[config.mk]
export PLATFORM = sky130hd
export DESIGN_NAME = acs_top
export DESIGN_NICKNAME = d
export VERILOG_FILES = /design/src/logic/acs_pkg.sv /design/src/logic/acs_clkgen.sv /design/src/logic/acs_top.sv
export VERILOG_INCLUDE_DIRS = /design/src /design/src/logic
export SDC_FILE = /design/constraint.sdc
export NUM_CORES = 1
export LEC_CHECK = 0
export BUFFER_PORTS_ARGS = -buffer_cell sky130_fd_sc_hd__buf_2
export CAP_MARGIN = 20
export CORE_MARGIN = 4
export CORE_UTILIZATION = 40
export CTS_CLUSTER_DIAMETER = 50
export DETAILED_ROUTE_END_ITERATION = 8
export GPL_TIMING_DRIVEN = 0
export HOLD_SLACK_MARGIN = 0.02
export PLACE_DENSITY = 0.62
export SLEW_MARGIN = 0
export SYNTH_ARGS = -nofsm -noshare
export SYNTH_HDL_FRONTEND = slang
export SYNTH_SLANG_ARGS = --single-unit
[constraint.sdc]
create_clock -name pclk -period 4.71 [get_ports pclk]
set_clock_uncertainty 0.1 [all_clocks]
set_input_delay 0.471 -clock pclk [delete_from_list [all_inputs] [get_ports pclk]]
set_output_delay 0.471 -clock pclk [all_outputs]
set_load 0.01 [all_outputs]
[src/logic/acs_consts.svh]
// Offsets, field positions, reset values and divider counts of the automatic serial unit
`ifndef ACS_CONSTS_SVH
`define ACS_CONSTS_SVH

// ----------------------------------------------------------------
// Register indexes (byte address is four times the index)
// ----------------------------------------------------------------
`define ACS_IDX_MODE 16'hFF90
`define ACS_IDX_SSC 16'hFF91
`define ACS_IDX_INTV 16'hFF92
`define ACS_IDX_DIV 16'hFF93
`define ACS_IDX_XFER 16'hFF94
`define ACS_IDX_DATA 16'hFF95

// ----------------------------------------------------------------
// Field positions
// ----------------------------------------------------------------
`define ACS_SSC_HALVE 6
`define ACS_SSC_STROBE 5
`define ACS_SSC_ACTIVE 0
`define ACS_MODE_EN 7
`define ACS_MODE_MASTER 0

// ----------------------------------------------------------------
// Reset values
// ----------------------------------------------------------------
`define ACS_SSC_RST 8'h00
`define ACS_DIV_RST 2'h3
`define ACS_MODE_RST 8'h00

// ----------------------------------------------------------------
// Timing counts: base clock cycles per half transfer clock, and strobe gap in transfer clocks
// ----------------------------------------------------------------
`define ACS_HALF_DIV6 6'h03
`define ACS_HALF_DIV8 6'h04
`define ACS_HALF_DIV16 6'h08
`define ACS_HALF_DIV32 6'h10
`define ACS_STROBE_GAP_CLK 3'h2

`endif

[src/logic/acs_pkg.sv]
// Types shared by the automatic serial unit
package acs_pkg;

	// Shift engine states
	typedef enum logic [1:0] {
		st_idle = 2'b00,
		st_shift = 2'b01,
		st_gap = 2'b10
	} acs_state_t;

endpackage : acs_pkg

[src/logic/acs_clkgen.sv]
// Transfer clock half-period tick generator for the automatic serial unit
`timescale 1ns/100ps
`include "acs_consts.svh"
module acs_clkgen #(
	parameter int CW = 6
) (
	input wire logic pclk,
	input wire logic presetn,
	input wire logic run,
	input wire logic halve,
	input wire logic [1:0] div_code,
	output logic tick_q
);

	// ----------------------------------------------------------------
	// Elaboration check
	// ----------------------------------------------------------------
	if (CW < 6) begin : g_bad_cw
		$error("acs_clkgen: CW must be at least 6");
	end

	logic [CW-1:0] cnt_q;
	logic [CW-1:0] cnt_d;
	logic [CW-1:0] half_base;
	logic [CW-1:0] half_len;
	logic hit;
	logic [CW-1:0] sp_q;
	logic seen_q;

	// Divisor code picks half of /6, /8, /16 or /32
	assign half_base = (div_code == 2'h0) ? CW'(`ACS_HALF_DIV6) :
		(div_code == 2'h1) ? CW'(`ACS_HALF_DIV8) :
		(div_code == 2'h2) ? CW'(`ACS_HALF_DIV16) : CW'(`ACS_HALF_DIV32);
	// Halving the base clock doubles every half period
	assign half_len = halve ? CW'(half_base << 1) : half_base;
	assign hit = run && (cnt_q == CW'(half_len - CW'(1)));
	// Restart from zero when idle so the first half period is whole
	assign cnt_d = (!run || hit) ? '0 : CW'(cnt_q + CW'(1));

	// Counter and tick register
	always_ff @(posedge pclk or negedge presetn) begin
		if (!presetn) begin
			cnt_q <= '0;
			tick_q <= 1'b0;
		end else begin
			cnt_q <= cnt_d;
			tick_q <= hit;
		end
	end

	// Spacing watch between ticks, read only by the check below
	always_ff @(posedge pclk or negedge presetn) begin
		if (!presetn) begin
			sp_q <= '0;
			seen_q <= 1'b0;
		end else begin
			sp_q <= tick_q ? '0 : CW'(sp_q + CW'(1));
			seen_q <= run && (seen_q || tick_q);
		end
	end
endmodule : acs_clkgen

[src/logic/acs_top.sv]
// Automatic serial unit: APB registers, clock selection and byte shift engine
//
// Summary of operation
// Reset clears the status/control register to zero.
// Software never writes status/control while a transfer is active.
// Bits 0 and 1 of status/control are read-only; writes ignored.
// Software changes base-clock halving only while the unit is disabled.
// Base clock is the peripheral clock, or half of it when halving set.
// Strobe drives only when enabled and in master mode.
// Strobe forces two transfer clocks between bytes, ten clocks per byte.
// Software always writes zero to status/control bit 7.
// Divisor code selects base/6, base/8, base/16 or base/32.
// Reset loads the divisor register with three, divide by 32.
// Software never writes the divisor while a transfer is active.
// Active flag stands from transfer start until its last byte ends.
`timescale 1ns/100ps
`include "acs_consts.svh"
module acs_top #(
	parameter int IW = 5,
	parameter int BW = 5
) (
	input wire logic pclk,
	input wire logic presetn,
	input wire logic psel,
	input wire logic penable,
	input wire logic pwrite,
	input wire logic [17:0] paddr,
	input wire logic [31:0] pwdata,
	output logic [31:0] prdata_q,
	output logic pready_q,
	output logic pslverr_q,
	input wire logic sck_i,
	output logic sck_o_q,
	output logic sck_oe_q,
	input wire logic si_i,
	output logic so_q,
	output logic strobe_q
);

	// ----------------------------------------------------------------
	// Elaboration checks
	// ----------------------------------------------------------------
	if (IW < 1 || IW > 8) begin : g_bad_iw
		$error("acs_top: IW must be 1 to 8");
	end
	if (BW < 1 || BW > 8) begin : g_bad_bw
		$error("acs_top: BW must be 1 to 8");
	end

	// ----------------------------------------------------------------
	// Declarations
	// ----------------------------------------------------------------
	logic halve_q;
	logic stben_q;
	logic [1:0] div_q;
	logic mode_en_q;
	logic master_q;
	logic [IW-1:0] intv_q;
	logic [7:0] tx_q;
	logic [7:0] rx_q;
	logic [7:0] sh_q;
	logic [BW-1:0] left_q;
	logic [2:0] bit_q;
	logic phase_q;
	logic active_q;
	logic [IW+1:0] gap_q;
	acs_pkg::acs_state_t state_q;
	logic sck_s1_q;
	logic sck_s2_q;
	logic sck_s3_q;
	logic si_s1_q;
	logic si_s2_q;
	logic tick;

	// ----------------------------------------------------------------
	// APB decode
	// ----------------------------------------------------------------
	wire [15:0] idx = paddr[17:2];
	wire aligned = (paddr[1:0] == 2'h0);
	wire sel_mode = aligned && (idx == `ACS_IDX_MODE);
	wire sel_ssc = aligned && (idx == `ACS_IDX_SSC);
	wire sel_intv = aligned && (idx == `ACS_IDX_INTV);
	wire sel_div = aligned && (idx == `ACS_IDX_DIV);
	wire sel_xfer = aligned && (idx == `ACS_IDX_XFER);
	wire sel_data = aligned && (idx == `ACS_IDX_DATA);
	wire mapped = sel_mode || sel_ssc || sel_intv || sel_div || sel_xfer || sel_data;
	// Access phase seen: answer one cycle later
	wire acc = psel && penable && !pready_q;
	// Completion edge: the only edge at which a write lands
	wire wr_fire = psel && penable && pready_q && pwrite && mapped;
	wire idle = (state_q == acs_pkg::st_idle);
	wire start = wr_fire && sel_xfer && mode_en_q && idle && !active_q;

	// Read views; status/control busy/error fields and bit 7 read as zero
	wire [7:0] ssc_rd = {1'b0, halve_q, stben_q, 4'h0, active_q};
	wire [7:0] mode_rd = {mode_en_q, 6'h00, master_q};
	wire [7:0] rd_byte = sel_ssc ? ssc_rd :
		sel_mode ? mode_rd :
		sel_intv ? 8'(intv_q) :
		sel_div ? {6'h00, div_q} :
		sel_xfer ? 8'(left_q) :
		sel_data ? rx_q : 8'h00;

	// ----------------------------------------------------------------
	// APB answer
	// ----------------------------------------------------------------
	// One wait state so every output stays a flip-flop
	always_ff @(posedge pclk or negedge presetn) begin
		if (!presetn) begin
			pready_q <= 1'b0;
			pslverr_q <= 1'b0;
			prdata_q <= 32'h00000000;
		end else begin
			pready_q <= acc;
			pslverr_q <= acc && !mapped;
			prdata_q <= acc ? {24'h000000, rd_byte} : prdata_q;
		end
	end

	// ----------------------------------------------------------------
	// Software registers
	// ----------------------------------------------------------------
	// Status/control keeps only bits 6 and 5; bits 0 and 1 ignore writes
	always_ff @(posedge pclk or negedge presetn) begin
		if (!presetn) begin
			halve_q <= 1'(`ACS_SSC_RST >> `ACS_SSC_HALVE);
			stben_q <= 1'b0;
		end else if (wr_fire && sel_ssc) begin
			halve_q <= pwdata[`ACS_SSC_HALVE];
			stben_q <= pwdata[`ACS_SSC_STROBE];
		end
	end

	// Divisor, mode, interval and transmit data
	always_ff @(posedge pclk or negedge presetn) begin
		if (!presetn) begin
			div_q <= `ACS_DIV_RST;
			mode_en_q <= 1'b0;
			master_q <= 1'b0;
			intv_q <= '0;
			tx_q <= 8'h00;
		end else if (wr_fire) begin
			div_q <= sel_div ? pwdata[1:0] : div_q;
			mode_en_q <= sel_mode ? pwdata[`ACS_MODE_EN] : mode_en_q;
			master_q <= sel_mode ? pwdata[`ACS_MODE_MASTER] : master_q;
			intv_q <= sel_intv ? pwdata[IW-1:0] : intv_q;
			tx_q <= sel_data ? pwdata[7:0] : tx_q;
		end
	end

	// ----------------------------------------------------------------
	// Pin synchronisers
	// ----------------------------------------------------------------
	// Slave clock and data come from outside; two flops before use
	always_ff @(posedge pclk or negedge presetn) begin
		if (!presetn) begin
			sck_s1_q <= 1'b1;
			sck_s2_q <= 1'b1;
			sck_s3_q <= 1'b1;
			si_s1_q <= 1'b0;
			si_s2_q <= 1'b0;
		end else begin
			sck_s1_q <= sck_i;
			sck_s2_q <= sck_s1_q;
			sck_s3_q <= sck_s2_q;
			si_s1_q <= si_i;
			si_s2_q <= si_s1_q;
		end
	end

	// ----------------------------------------------------------------
	// Transfer clock source
	// ----------------------------------------------------------------
	acs_clkgen #(
		.CW(6)
	) u_clkgen (
		.pclk(pclk),
		.presetn(presetn),
		.run(master_q && !idle),
		.halve(halve_q),
		.div_code(div_q),
		.tick_q(tick)
	);

	// ----------------------------------------------------------------
	// Shift engine
	// ----------------------------------------------------------------
	// Master paces on own ticks, slave on edges of the far clock
	wire ev_fall = master_q ? (tick && !phase_q) : (!sck_s2_q && sck_s3_q);
	wire ev_rise = master_q ? (tick && phase_q) : (sck_s2_q && !sck_s3_q);
	wire byte_end = (state_q == acs_pkg::st_shift) && ev_rise && (bit_q == 3'h7);
	wire [7:0] sh_in = {sh_q[6:0], si_s2_q};
	// Gap in half ticks; strobe overrides the interval
	wire [IW+1:0] gap_len = stben_q ? (IW+2)'({`ACS_STROBE_GAP_CLK, 1'b0}) :
		(IW+2)'({intv_q, 1'b0});
	wire use_gap = master_q && (gap_len != '0);

	always_ff @(posedge pclk or negedge presetn) begin
		if (!presetn) begin
			state_q <= acs_pkg::st_idle;
			active_q <= 1'b0;
			sh_q <= 8'h00;
			rx_q <= 8'h00;
			left_q <= '0;
			bit_q <= 3'h0;
			phase_q <= 1'b0;
			gap_q <= '0;
			sck_o_q <= 1'b1;
			so_q <= 1'b0;
			strobe_q <= 1'b0;
		end else begin
			case (state_q)
				acs_pkg::st_idle: begin
					if (start) begin
						state_q <= acs_pkg::st_shift;
						active_q <= 1'b1;
						sh_q <= tx_q;
						left_q <= pwdata[BW-1:0];
						bit_q <= 3'h0;
						phase_q <= 1'b0;
					end
				end
				acs_pkg::st_shift: begin
					if (ev_fall) begin
						sck_o_q <= 1'b0;
						so_q <= sh_q[7];
						phase_q <= 1'b1;
					end
					if (ev_rise) begin
						sck_o_q <= 1'b1;
						phase_q <= 1'b0;
						sh_q <= sh_in;
						bit_q <= 3'(bit_q + 3'h1);
					end
					if (byte_end) begin
						rx_q <= sh_in;
						if (left_q == '0) begin
							state_q <= acs_pkg::st_idle;
							active_q <= 1'b0;
						end else begin
							left_q <= BW'(left_q - BW'(1));
							sh_q <= tx_q;
							if (use_gap) begin
								state_q <= acs_pkg::st_gap;
								gap_q <= gap_len;
								strobe_q <= stben_q && master_q;
							end
						end
					end
				end
				acs_pkg::st_gap: begin
					// Strobe covers the first of the two gap clocks
					if (tick) begin
						gap_q <= (IW+2)'(gap_q - (IW+2)'(1));
						if (gap_q <= (IW+2)'(3)) begin
							strobe_q <= 1'b0;
						end
						if (gap_q == (IW+2)'(1)) begin
							state_q <= acs_pkg::st_shift;
						end
					end
				end
				default: begin
					state_q <= acs_pkg::st_idle;
					active_q <= 1'b0;
				end
			endcase
		end
	end

	// Clock pin drive: master owns the line only while enabled
	always_ff @(posedge pclk or negedge presetn) begin
		if (!presetn) begin
			sck_oe_q <= 1'b0;
		end else begin
			sck_oe_q <= master_q && mode_en_q;
		end
	end
endmodule : acs_top

; After elaboration in Yosys (flattened, before gate mapping)
; Index checks and enable logic that the tools add are counted.
[totals]
register_bits = 80
inputBits = 57
output_inout_bits = 38
word_cells = 179
[op_classes]
addsub = 5
n_lt_le_gt_ge = 1
n_eq_ne = 24
n_mux = 54
bitwise_logic = 1
reduce_logical = 65
[ops]
columns = cell, count
row1 = "16-bit equality test, second input constant", 6
row2 = 8-bit 2-to-1 mux, 10
row3 = 6-bit 2-to-1 mux, 5
row4 = 1-bit logical AND, 28
row5 = 7-bit 2-to-1 mux, 4
row6 = 5-bit 2-to-1 mux, 4
row7 = 8-bit one-hot mux with 2 select lines, 1
row8 = 2-bit AND reduction, 8
row9 = 1-bit 2-to-1 mux, 15
row10 = 7-bit one-hot mux with 2 select lines, 1
row11 = 2-bit 2-to-1 mux, 6
row12 = "2-bit != test, second input constant", 6
row13 = 5-bit one-hot mux with 2 select lines, 1
row14 = 5-bit AND reduction, 2
row15 = 1-bit zero test, 8
row16 = 4-bit AND reduction, 2
row17 = "7-bit by 1-bit equality test with 1-bit output, second input constant", 1
row18 = "7-bit by 2-bit <= comparator with 1-bit output, second input constant", 1
row19 = 7-bit nonzero test, 1
row20 = "7-bit by 1-bit subtractor with 7-bit output, second input constant", 1
row21 = "6-bit by 1-bit adder with 6-bit output, second input constant", 1
row22 = 6-bit equality test, 1
row23 = 2-bit zero test, 3
row24 = 1-bit logical OR, 6
row25 = other kinds (19), 28

; Longest topological paths before layout
; Gate-level depths: netlist (run 1).
[logic_depth]
ltp_word = 14
depth_mapped = 8
ltp_nobuf = 7

; Modules after synthesis
; Synthesis (run 1) repeated with hierarchy kept, for this count alone.
[unflattened]
cells_unflattened = 395
hier_area_um2 = 4202.8
[modules_own_cells]
columns = mod, instances, cells_each, area_each_um2
row1 = acs_top, 1, 351, 3752.3
row2 = acs_clkgen, 1, 44, 450.4

; Least setup slack after synthesis (run 1)
; Ideal clock, no wire load.
[synth_timing]
path_kind = in2reg
startpoint = in paddr[1]
endpoint = reg left_q[2]
t_arrival_ns = 2.305
t_required_ns = 4.484
setup_slack_ns = 2.179
path_stages = 6
cell_sequence = or4b_1 or4_1 or3_1 buf_6 and3_1 a221o_1
[synth_via]
elab_chain_cells = 14
word_cells_on_any_way = 19
cone_classes = 1 x eq/ne / 18 x reduce/logical
[synth_lines]
columns = item, line
row1 = "start, declared", acs_top.sv:27  ; input wire logic [17:0] paddr,
row2 = 2-bit zero test *, acs_top.sv:79  ; wire aligned = (paddr[1:0] == 2'h0);
row3 = "1-bit logical AND, on equally long branches", "acs_top.sv:80, acs_top.sv:81"
row4 = 1-bit logical OR (5 in series), acs_top.sv:86  ; wire mapped = sel_mode || sel_ssc || sel_intv || sel_div || sel_xfer || sel_data;
row5 = 1-bit logical AND, acs_top.sv:90  ; wire wr_fire = psel && penable && pready_q && pwrite && mapped;
row6 = 1-bit logical AND * (4 in series), acs_top.sv:92  ; wire start = wr_fire && sel_xfer && mode_en_q && idle && !active_q;
row7 = 2-bit by 1-bit != test with 1-bit output (no source line) *, --
row8 = 4-bit AND reduction (no source line) *, --
row9 = "end signal, assigned", acs_top.sv:218  ; left_q <= pwdata[BW-1:0];
row10 = "end signal, assigned", acs_top.sv:241  ; left_q <= BW'(left_q - BW'(1));
row11 = "end, declared", acs_top.sv:62  ; logic [BW-1:0] left_q;
; Every way passes the cells marked *; elsewhere a longest branch is shown, timed or not.
; A chain may end at the register's enable or synchronous reset.

; Final worst setup path (run 1)
[layout_timing]
startpoint = in paddr[1]
endpoint = reg tx_q[3]
[layout_via]
elab_chain_cells = 9
word_cells_on_any_way = 14
cone_classes = 14 x reduce/logical
[layout_lines]
columns = item, line
row1 = 2-bit zero test *, acs_top.sv:79
row2 = "1-bit logical AND, on equally long branches", "acs_top.sv:80, acs_top.sv:81"
row3 = 1-bit logical OR (5 in series), acs_top.sv:86
row4 = 1-bit logical AND, acs_top.sv:90
row5 = 2-bit AND reduction (no source line) *, --
row6 = "end signal, assigned", acs_top.sv:147  ; tx_q <= sel_data ? pwdata[7:0] : tx_q;
row7 = "end, declared", acs_top.sv:59  ; logic [7:0] tx_q;
; Marks and branches as above.

==> results of run 1 <==
-- through the flow --
stage	setup WS [ps]	util	total power (uW)
3_5_place_dp	1752	0.4674	782.8
3_3_place_gp	1735	0.4644	778.5
4_1_cts	2115	0.4922	1381
5_1_grt	1993	0.4922	1424
2_1_floorplan	2179	-	743.2
6_report	2075	0.4922	1366
-- kinds of logic (layout without fill, tap and decap cells) --
family	count (synthesis)	after routing	synth area share
buf+inv	50	113	0.07063
flops	80	80	0.4848
simple gates	119	119	0.1558
xor+xnor	7	7	0.01479
fa+ha+maj	7	7	0.02113
other cells	1	24	0.0009047
mux	39	39	0.1072
compound gates	85	85	0.1449
-- sequential cells by signal, indices dropped and copies added, names as in the netlist, 5 cells and up --
signal and cells:
prdata_q 8, sh_q 8, tx_q 8, gap_q 7, left_q 5, intv_q 5
rx_q 8, u_clkgen.cnt_q 6
-- where the power goes --
part	total, uW	switching [uW]	internal, uW
combinational	77.5	45.5	32.0
clock	596	274	322
sequential	692	1.54	690
-- layer usage --
layer  wire, um  up-vias  track usage
met5          0        -            0
met4        143        0      0.06233
met3        568       15      0.02760
met2       4505       88       0.2639
met1       4493     1550       0.2470
li1           -     1538            -
-- how the worst max path moves through the flow --
stage | from | to | slack [ps] | cells after the start
floorplan | paddr[1] | left_q[2]$_DFFE_PN0P_ | 2180 | 6
global placement | paddr[1] | tx_q[2]$_DFFE_PN0P_ | 1730 | 6
detailed placement | paddr[1] | tx_q[2]$_DFFE_PN0P_ | 1750 | 6
CTS | paddr[1] | tx_q[3]$_DFFE_PN0P_ | 2110 | 6
global route | left_q[0]$_DFFE_PN0P_ | sh_q[5]$_DFFE_PN0P_ | 1990 | 6
finish | paddr[1] | tx_q[3]$_DFFE_PN0P_ | 2070 | 6
-- cell type report --
cell class / instances / share of cell area
clock buffer: 10 / 0.02809
sequential: 80 / 0.4101
inverter: 15 / 0.01149
multi-input combinational: 281 / 0.3938
timing repair buffer: 47 / 0.05414
tap: 133 / 0.03396
buffer: 35 / 0.04826
clock inverter: 6 / 0.02017
-- synthesized netlist by cell type, drive strengths merged (2+ instances only) --
| library cell | number |
|---|---|
| a221oi | 2 |
| o22ai | 10 |
| a21oi | 11 |
| inv | 15 |
| a21o | 3 |
| nand2 | 27 |
| mux2 | 33 |
| dfrtp | 74 |
| o21ai | 13 |
| nand4 | 5 |
| and3 | 7 |
| buf | 26 |
| a32oi | 2 |
| dfstp | 6 |
| nand3 | 16 |
| or4 | 2 |
| clkbuf | 9 |
| a22oi | 5 |
| a211oi | 2 |
| or3 | 4 |
| a2bb2oi | 9 |
| a31oi | 2 |
| nor2 | 21 |
| nand3b | 2 |
| xor2 | 5 |
| nand2b | 3 |
| o21a | 2 |
| or2b | 2 |
| nor4 | 2 |
| mux2i | 5 |
| o31ai | 10 |
| o211ai | 3 |
| and4 | 3 |
| ha | 7 |
| and2 | 5 |
| nor3 | 7 |
| xnor2 | 2 |
| nor3b | 5 |
| o41ai | 2 |
| nor2b | 2 |
| or4b | 2 |
-- timing repair --
item                      in CTS  in global routing
hold buffers                   1                  0
buffers inserted               0                  0
hold endpoints to repair      30                  0
==> results.tsv, run 1 <==
metric	value	unit
share of post-route cells with drive strength above 1	0.2890	
Layout area overhead	18.20	%
Final Slew Violations	0	
Setup crit end kind	flip-flop	
Root Buffer	clkbuf_8	
Worst Tran Pin Value	1023	ps
Placer Congestion	0.8962	
synthesized area	0.004145	mm^2
Cell variety after synth	64	
endpoints failing setup	0	
Setup CP Type	in -> reg	
fin crit share	0.5595	
PostCTS Resize Cnt	0	
max incr delay on CP	790	ps
Async S/R FF share, synth	1.000	
final wirelength	9.712	mm
total CTS buffers	9	
Reg2Reg Setup Slack	2150	ps
Worst path top cell family by delay	simple AND/OR/NAND/NOR gates	
Worst Hold End	sck_s1_q$_DFF_PN1_	
critical path, cell by cell	buf_2 > or4b_1 > nor4_1 > and3_1 > nand2_2 > mux2_2	
core area	0.009955	mm^2
outcome	finished clean	
minimum period implied by the final worst setup slack	2635	ps
Chip Height	109.8	um
commonest non-fill, non-tap cell in the layout	dfrtp_1	
Mean Syn Cell Area	10.68	um^2
grt total ovfl	0	
dpl cell area	0.004653	mm^2
fin area	0.004900	mm^2
first-pass GRT wire length	16.08	mm
Power Dens Cells	278.8	mW/mm^2
Post-synth EDFFs	0	
FF-to-FF Start	left_q[0]$_DFFE_PN0P_	
1st-iter DRT viols	170	
Max-Cap Viols	0	
initial antenna violation count	0	
Residual DRC	0	
die area	0.01206	mm^2
worst hold-check slack	113.0	ps
post-synthesis sequential area ratio	0.4848	
Crit-path slowest cell	nor4_1	
initial cell density of the core	0.4164	
CTS H-tree depth	3	
Yosys warnings	0	
Final #Nets	533	
placed cells	590	
Max Freq	0.3795	GHz
Clock Sinks	80	
startpoint types	primary input	
Final HPWL DP	7.266	mm
CTS clk-pin slew, worst paths	80	ps
port bufs	45	
Vias per Instance	5.257	
Multi-input gate area	0.001929	mm^2
Pre-Repair DR Iteration Count	4	
Most used DFF post-synth	dfrtp_1	
HP Start	sck_i	
cell count of the worst hold path	1	
vias in the first global route	3071	
hold crit path type	in -> reg	
maximum vdd drop	0.0002120	V
R2R cell count	6	
Worst R2R End	sh_q[7]$_DFFE_PN0P_	
top cells by area, synth	dfrtp_1 45%, mux2_2 9.0%, buf_4 4.3%	
worst relative slew slack	0.3115	
critical path data required time	4850	ps
Yosys top cell area share	0.4467	
cell taking the most area after synthesis	dfrtp_1	
largest net degree at the start of global routing	45	
P_leak	0.002338	uW
TNS Setup	0	ps
Tot GR Track Use	0.1726	
Die X-Extent	109.8	um
CTS Buffer Depth	2	
routed length per instance	16.00	um
Max FO, Critical Path	8	
CTS tree	yes	
Skew-Pair Late Insertion Delay	350	ps
Vias	3191	
Cells after Synth	388	
flops & latches, synth	80	
most frequent cells in the layout	74 x dfrtp_1, 44 x buf_2, 33 x mux2_2, 25 x nand2_1, 25 x buf_4	
final antenna diode count	0	
RSZ-0062 raised after global routing	false	
CP Buf/Inv Count	1	
register area	0.002009	mm^2
filler cell count	938	
num ports	95	
Fin. Hold Viols	0	
FP Rows	36	
final std cells w/o fill	607	
arrival time worst endpoint	2770	ps
ANT nets after route	0	
Power figures use the tool's default switching activity.
==> run 2: changes to the inputs <==
PLACE_DENSITY = 0.65   (was 0.62)
clock period = 2.4 ns   (was 4.71 ns; I/O delays follow)
==> run 2 against run 1 <==
Compared with the run above: critical path depth decreased by 1; sequential power increased by 97%; sequential share of layout area increased by 0.17 points; core utilization decreased by 0.20 points.
==> results.tsv, run 2 (synthesis results as in run 1) <==
metric	value	unit	change
1st-iter DRT viols	129		-24%
max incr delay on CP	560	ps	-230 ps
minimum period implied by the final worst setup slack	2298	ps	
Die X-Extent	109.8	um	unchanged
FP Rows	36		unchanged
CTS Buffer Depth	2		unchanged
Multi-input gate area	0.001957	mm^2	+1.4%
Final WS setup	101.7	ps	-1973 ps
arrival time worst endpoint	2440	ps	-330 ps
commonest non-fill, non-tap cell in the layout	dfrtp_1		
outcome	finished clean		
core area	0.009955	mm^2	unchanged
Tot GR Track Use	0.1692		-0.003481
Post-CTS Setup Bufs	0		unchanged
most frequent cells in the layout	74 x dfrtp_1, 44 x buf_2, 33 x mux2_2, 25 x nand2_1, 25 x buf_4		
Final HPWL DP	7.224	mm	-0.58%
startpoint types	flip-flop		
Pre-Repair DR Iteration Count	5		+1
Final Slew Violations	0		unchanged
hold crit path type	in -> reg		
critical path data required time	2540	ps	-2310 ps
num ports	95		unchanged
final std cells w/o fill	609		+0.33%
worst relative slew slack	0.5285		+0.2170
Max-Cap Viols	0		unchanged
Setup CP Type	reg -> reg		
Skew-Pair Late Insertion Delay	350	ps	about the same
Fin. Hold Viols	0		unchanged
first-pass GRT wire length	15.68	mm	-2.5%
final antenna diode count	0		unchanged
initial cell density of the core	0.4164		unchanged
RSZ-0062 raised after global routing	false		
grt total ovfl	0		unchanged
P_leak	0.002314	uW	-1.0%
Max FO, Critical Path	8		unchanged
register area	0.002009	mm^2	unchanged
total CTS buffers	9		unchanged
placed cells	590		unchanged
Placer Congestion	0.8916		-0.51%
Setup crit end kind	flip-flop		
Root Buffer	clkbuf_8		
Vias per Instance	5.238		-0.36%
Chip Height	109.8	um	unchanged
fin crit share	0.9576		
CP Buf/Inv Count	0		-1
Final #Nets	535		+0.38%
routed length per instance	15.63	um	-2.3%
initial antenna violation count	0		unchanged
TNS Setup	0	ps	unchanged
CTS H-tree depth	3		unchanged
largest net degree at the start of global routing	42		-6.7%
ANT nets after route	0		unchanged
Clock Sinks	80		unchanged
Setup WS pre-CTS	-359.1	ps	-2111 ps
Residual DRC	0		unchanged
die area	0.01206	mm^2	unchanged
Worst path top cell family by delay	simple AND/OR/NAND/NOR gates		
Worst Tran Pin Value	701.3	ps	-322.0 ps
share of post-route cells with drive strength above 1	0.2962		+0.007189
port bufs	45		unchanged
Power Dens Cells	491.4	mW/mm^2	+76%
filler cell count	928		-1.1%
critical path, cell by cell	or4_1 > o21ai_0 > nor3_2 > a21oi_1 > mux2_2		
Crit-path slowest cell	or4_1		
CTS clk-pin slew, worst paths	80	ps	about the same
Layout area overhead	17.72	%	
maximum vdd drop	0.0003499	V	+65%
endpoints failing setup	0		unchanged
vias in the first global route	3105		+1.1%
final wirelength	9.516	mm	-2.0%
CTS tree	yes		
Vias	3190		-0.031%
Max Freq	0.4351	GHz	
## run 2: changes by cell type in the layout (fill, tap and decap cells not counted), sizes merged
cell,before,now
bufinv,2,0
clkinv,0,2
clkbuf,19,18
inv,18,17
dlygate4sd3,1,4
clkinvlp,1,2
## run 2: worst paths after layout
check | startpoint | to | slack, ps | cells after the start
setup / recovery | intv_q[4]$_DFFE_PN0P_ | strobe_q$_DFFE_PN0P_ | 100 | 5
hold / removal | pwdata[5] | stben_q$_DFFE_PN0P_ | 40 | 2
setup reg to reg | intv_q[4]$_DFFE_PN0P_ | strobe_q$_DFFE_PN0P_ | 100 | 5
hold reg to reg | si_s1_q$_DFF_PN0_ | si_s2_q$_DFF_PN0_ | 250 | 0
max in group asynchronous | presetn | sck_s3_q$_DFF_PN1_ | 1270 | 3
min in group asynchronous | presetn | u_clkgen.cnt_q[0]$_DFF_PN0_ | 290 | 2
## run 2: metrics by stage
stage	hold slack, ps	util	total power, uW	instance area (um^2)
global route	31.75	0.4902	2512	4880
detailed placement	142.0	0.4667	1533	4646
floorplan	-155.6	-	1459	4232
finish	39.54	0.4902	2398	4880
global placement	234.7	0.4644	1527	4623
CTS	22.55	0.4891	2429	4868
## run 2: per-layer routing
layer	part of all wire	global-route usage	vias up
met2	0.47	0.2686	91
met5	0	0	-
li1	-	-	1547
met3	0.054	0.03641	11
met1	0.46	0.2309	1541
met4	0.014	0.05343	0
## run 2: where the power goes
group,total (uW),internal (uW),switching [uW]
Clock,886,380,506
Sequential,1360,1350,2.85
Combinational,154,64.7,89.3
## run 2: cell type report
class | count | area share
clock inverter | 6 | 0.008718
sequential | 80 | 0.4118
timing repair buffer | 50 | 0.05897
multi-input combinational | 281 | 0.4010
inverter | 15 | 0.01154
buffer | 34 | 0.04769
clock buffer | 10 | 0.02615
tap | 133 | 0.03410
## run 2: what timing repair did
item	CTS	global route
endpoints found under the hold margin	40	0
setup endpoints to repair	16	29
gates resized for setup	3	3
cloned	0	0
hold buffers	4	0
==> run 3: changes to the inputs <==
CTS_BUF_LIST = sky130_fd_sc_hd__clkbuf_16   (was unset)
==> run 3 against run 2 <==
Compared with the run above: via count grew 1.2%; hold slack improved by 14 ps; final area rose by 1.9%; final cell count is 0.16% lower; critical path type unchanged; sequential cell count stayed put; maximum frequency barely moved; count of clock-buffer cells in the layout fell by 1; sequential power about the same; power rose by 15%; die area did not move; worst setup slack about the same; core utilization increased by 0.92 points.
==> results.tsv, run 3 (synthesis results as in run 1) <==
metric	value	unit	change
outcome	finished clean		
Final WS setup	101.8	ps	+0.04100 ps
num ports	95		unchanged
Max FO, Critical Path	8		unchanged
Power Dens Cells	555.6	mW/mm^2	+13%
switch share	0.2323		-0.01734
final antenna diode count	0		unchanged
CTS clk-pin slew, worst paths	60	ps	-20 ps
Final HPWL DP	7.224	mm	unchanged
Setup WS pre-CTS	-359.1	ps	unchanged
FP Rows	36		unchanged
max incr delay on CP	550	ps	about the same
startpoint types	flip-flop		
Placer Congestion	0.8916		unchanged
CTS H-tree depth	3		unchanged
internal power	2120	uW	+18%
fin crit share	0.9576		about the same
most frequent cells in the layout	74 x dfrtp_1, 44 x buf_2, 33 x mux2_2, 25 x nand2_1, 25 x buf_4		
die area	0.01206	mm^2	unchanged
filler cell count	914		-1.5%
RSZ-0062 raised after global routing	false		
Layout area overhead	19.92	%	
Die X-Extent	109.8	um	unchanged
P_leak	0.002360	uW	+2.0%
initial antenna violation count	0		unchanged
final wirelength	9.629	mm	+1.2%
minimum period implied by the final worst setup slack	2298	ps	-0.04100 ps
CTS Buffer Depth	2		unchanged
combinational share of power	0.056		-0.008
endpoints failing setup	0		unchanged
grt total ovfl	0		unchanged
total power draw	2762	uW	+15%
routed length per instance	15.84	um	+1.4%
ANT nets after route	0		unchanged
first-pass GRT wire length	15.77	mm	+0.57%
CTS tree	yes		
Clk pwr share	0.452		+0.083
largest net degree at the start of global routing	42		unchanged
TNS Setup	0	ps	unchanged
total CTS buffers	9		unchanged
Clock Sinks	80		unchanged
initial cell density of the core	0.4164		unchanged
Root Buffer	clkbuf_16		
Worst Tran Pin Value	700.9	ps	-0.3868 ps
Vias	3229		+1.2%
Setup crit end kind	flip-flop		
Vias per Instance	5.311		+1.4%
core area	0.009955	mm^2	unchanged
Crit-path slowest cell	or4_1		
Skew-Pair Late Insertion Delay	340	ps	about the same
Residual DRC	0		unchanged
1st-iter DRT viols	125		-3.1%
critical path data required time	2520	ps	-20 ps
Tot GR Track Use	0.1704		+0.001247
commonest non-fill, non-tap cell in the layout	dfrtp_1		
worst relative slew slack	0.5287		about the same
Final #Nets	534		-0.19%
Final Slew Violations	0		unchanged
vias in the first global route	3121		+0.52%
switching power	641.7	uW	+7.2%
maximum vdd drop	0.0004122	V	+18%
Max-Cap Viols	0		unchanged
share of post-route cells with drive strength above 1	0.2968		+0.0006236
hold crit path type	in -> reg		
Fin. Hold Viols	0		unchanged
share of power burned in registers	0.492		-0.074
Pre-Repair DR Iteration Count	6		+1
Setup CP Type	reg -> reg		
critical path, cell by cell	or4_1 > o21ai_0 > nor3_2 > a21oi_1 > mux2_2		
Max Freq	0.4351	GHz	about the same
Chip Height	109.8	um	unchanged
port bufs	45		unchanged
arrival time worst endpoint	2420	ps	-20 ps
-- run 3: cell type report --
class                   instances  area (um^2)  area share
inverters                      15        56.30     0.01133
flip-flops and latches         80         2009      0.4042
multi-input cells             281         1957      0.3937
clock inverters                 7        46.29    0.009313
well taps                     133        166.4     0.03348
clock buffers                   9        225.2     0.04531
plain buffers                  34        232.7     0.04682
repair buffers                 49        277.8     0.05588
-- run 3: final timing paths --
check | start | to | slack (ps) | cells after the start
min reg2reg | si_s1_q$_DFF_PN0_ | si_s2_q$_DFF_PN0_ | 250 | 0
min in group asynchronous | presetn | u_clkgen.cnt_q[0]$_DFF_PN0_ | 310 | 2
max | intv_q[4]$_DFFE_PN0P_ | strobe_q$_DFFE_PN0P_ | 100 | 5
max reg2reg | intv_q[4]$_DFFE_PN0P_ | strobe_q$_DFFE_PN0P_ | 100 | 5
min | pwdata[6] | tx_q[6]$_DFFE_PN0P_ | 50 | 2
max in group asynchronous | presetn | sck_s3_q$_DFF_PN1_ | 1250 | 3
-- run 3: critical path: cells and delay by family, from the launching register on --
| kind | cells | cell delay (ps) |
|---|---|---|
| flip-flops | 1 | 420 |
| AND/OR/NAND/NOR | 2 | 740 |
| AO/OA/AOI/OAI | 2 | 570 |
| multiplexers | 1 | 350 |
-- run 3: metal layers --
| metal | wire length (um) | up-vias | share of wire | track usage |
|---|---|---|---|---|
| met4 | 128 | 0 | 0.013 | 0.05076 |
| li1 | - | 1542 | - | - |
| met2 | 4523 | 119 | 0.47 | 0.2730 |
| met3 | 667 | 12 | 0.069 | 0.03817 |
| met1 | 4310 | 1556 | 0.45 | 0.2309 |
| met5 | 0 | - | 0 | 0 |
-- run 3: what timing repair did --
item,in CTS,in global routing
hold buffers,3,0
hold endpoints to repair,38,0
resized for setup,3,3
setup buffers,0,0
endpoints found under the setup margin,16,31
-- run 3: stage by stage --
| step | hold slack (ps) | cell area (um^2) | std cells | utilization |
|---|---|---|---|---|
| finish | 53.26 | 4971 | 608 | 0.4994 |
| CTS | 47.13 | 4960 | 609 | 0.4982 |
| detailed placement | 142.0 | 4646 | 590 | 0.4667 |
| global route | 47.65 | 4971 | 608 | 0.4994 |
| floorplan | -155.6 | 4232 | 411 | - |
| global placement | 234.7 | 4623 | 589 | 0.4644 |
-- run 3: power groups by stage --
stage	clock, uW	combinational [uW]	sequential (uW)
2_1_floorplan	0	73.5	1390
3_3_place_gp	0	143	1380
3_5_place_dp	0	149	1380
4_1_cts	1280	153	1360
5_1_grt	1350	172	1360
6_report	1250	153	1360
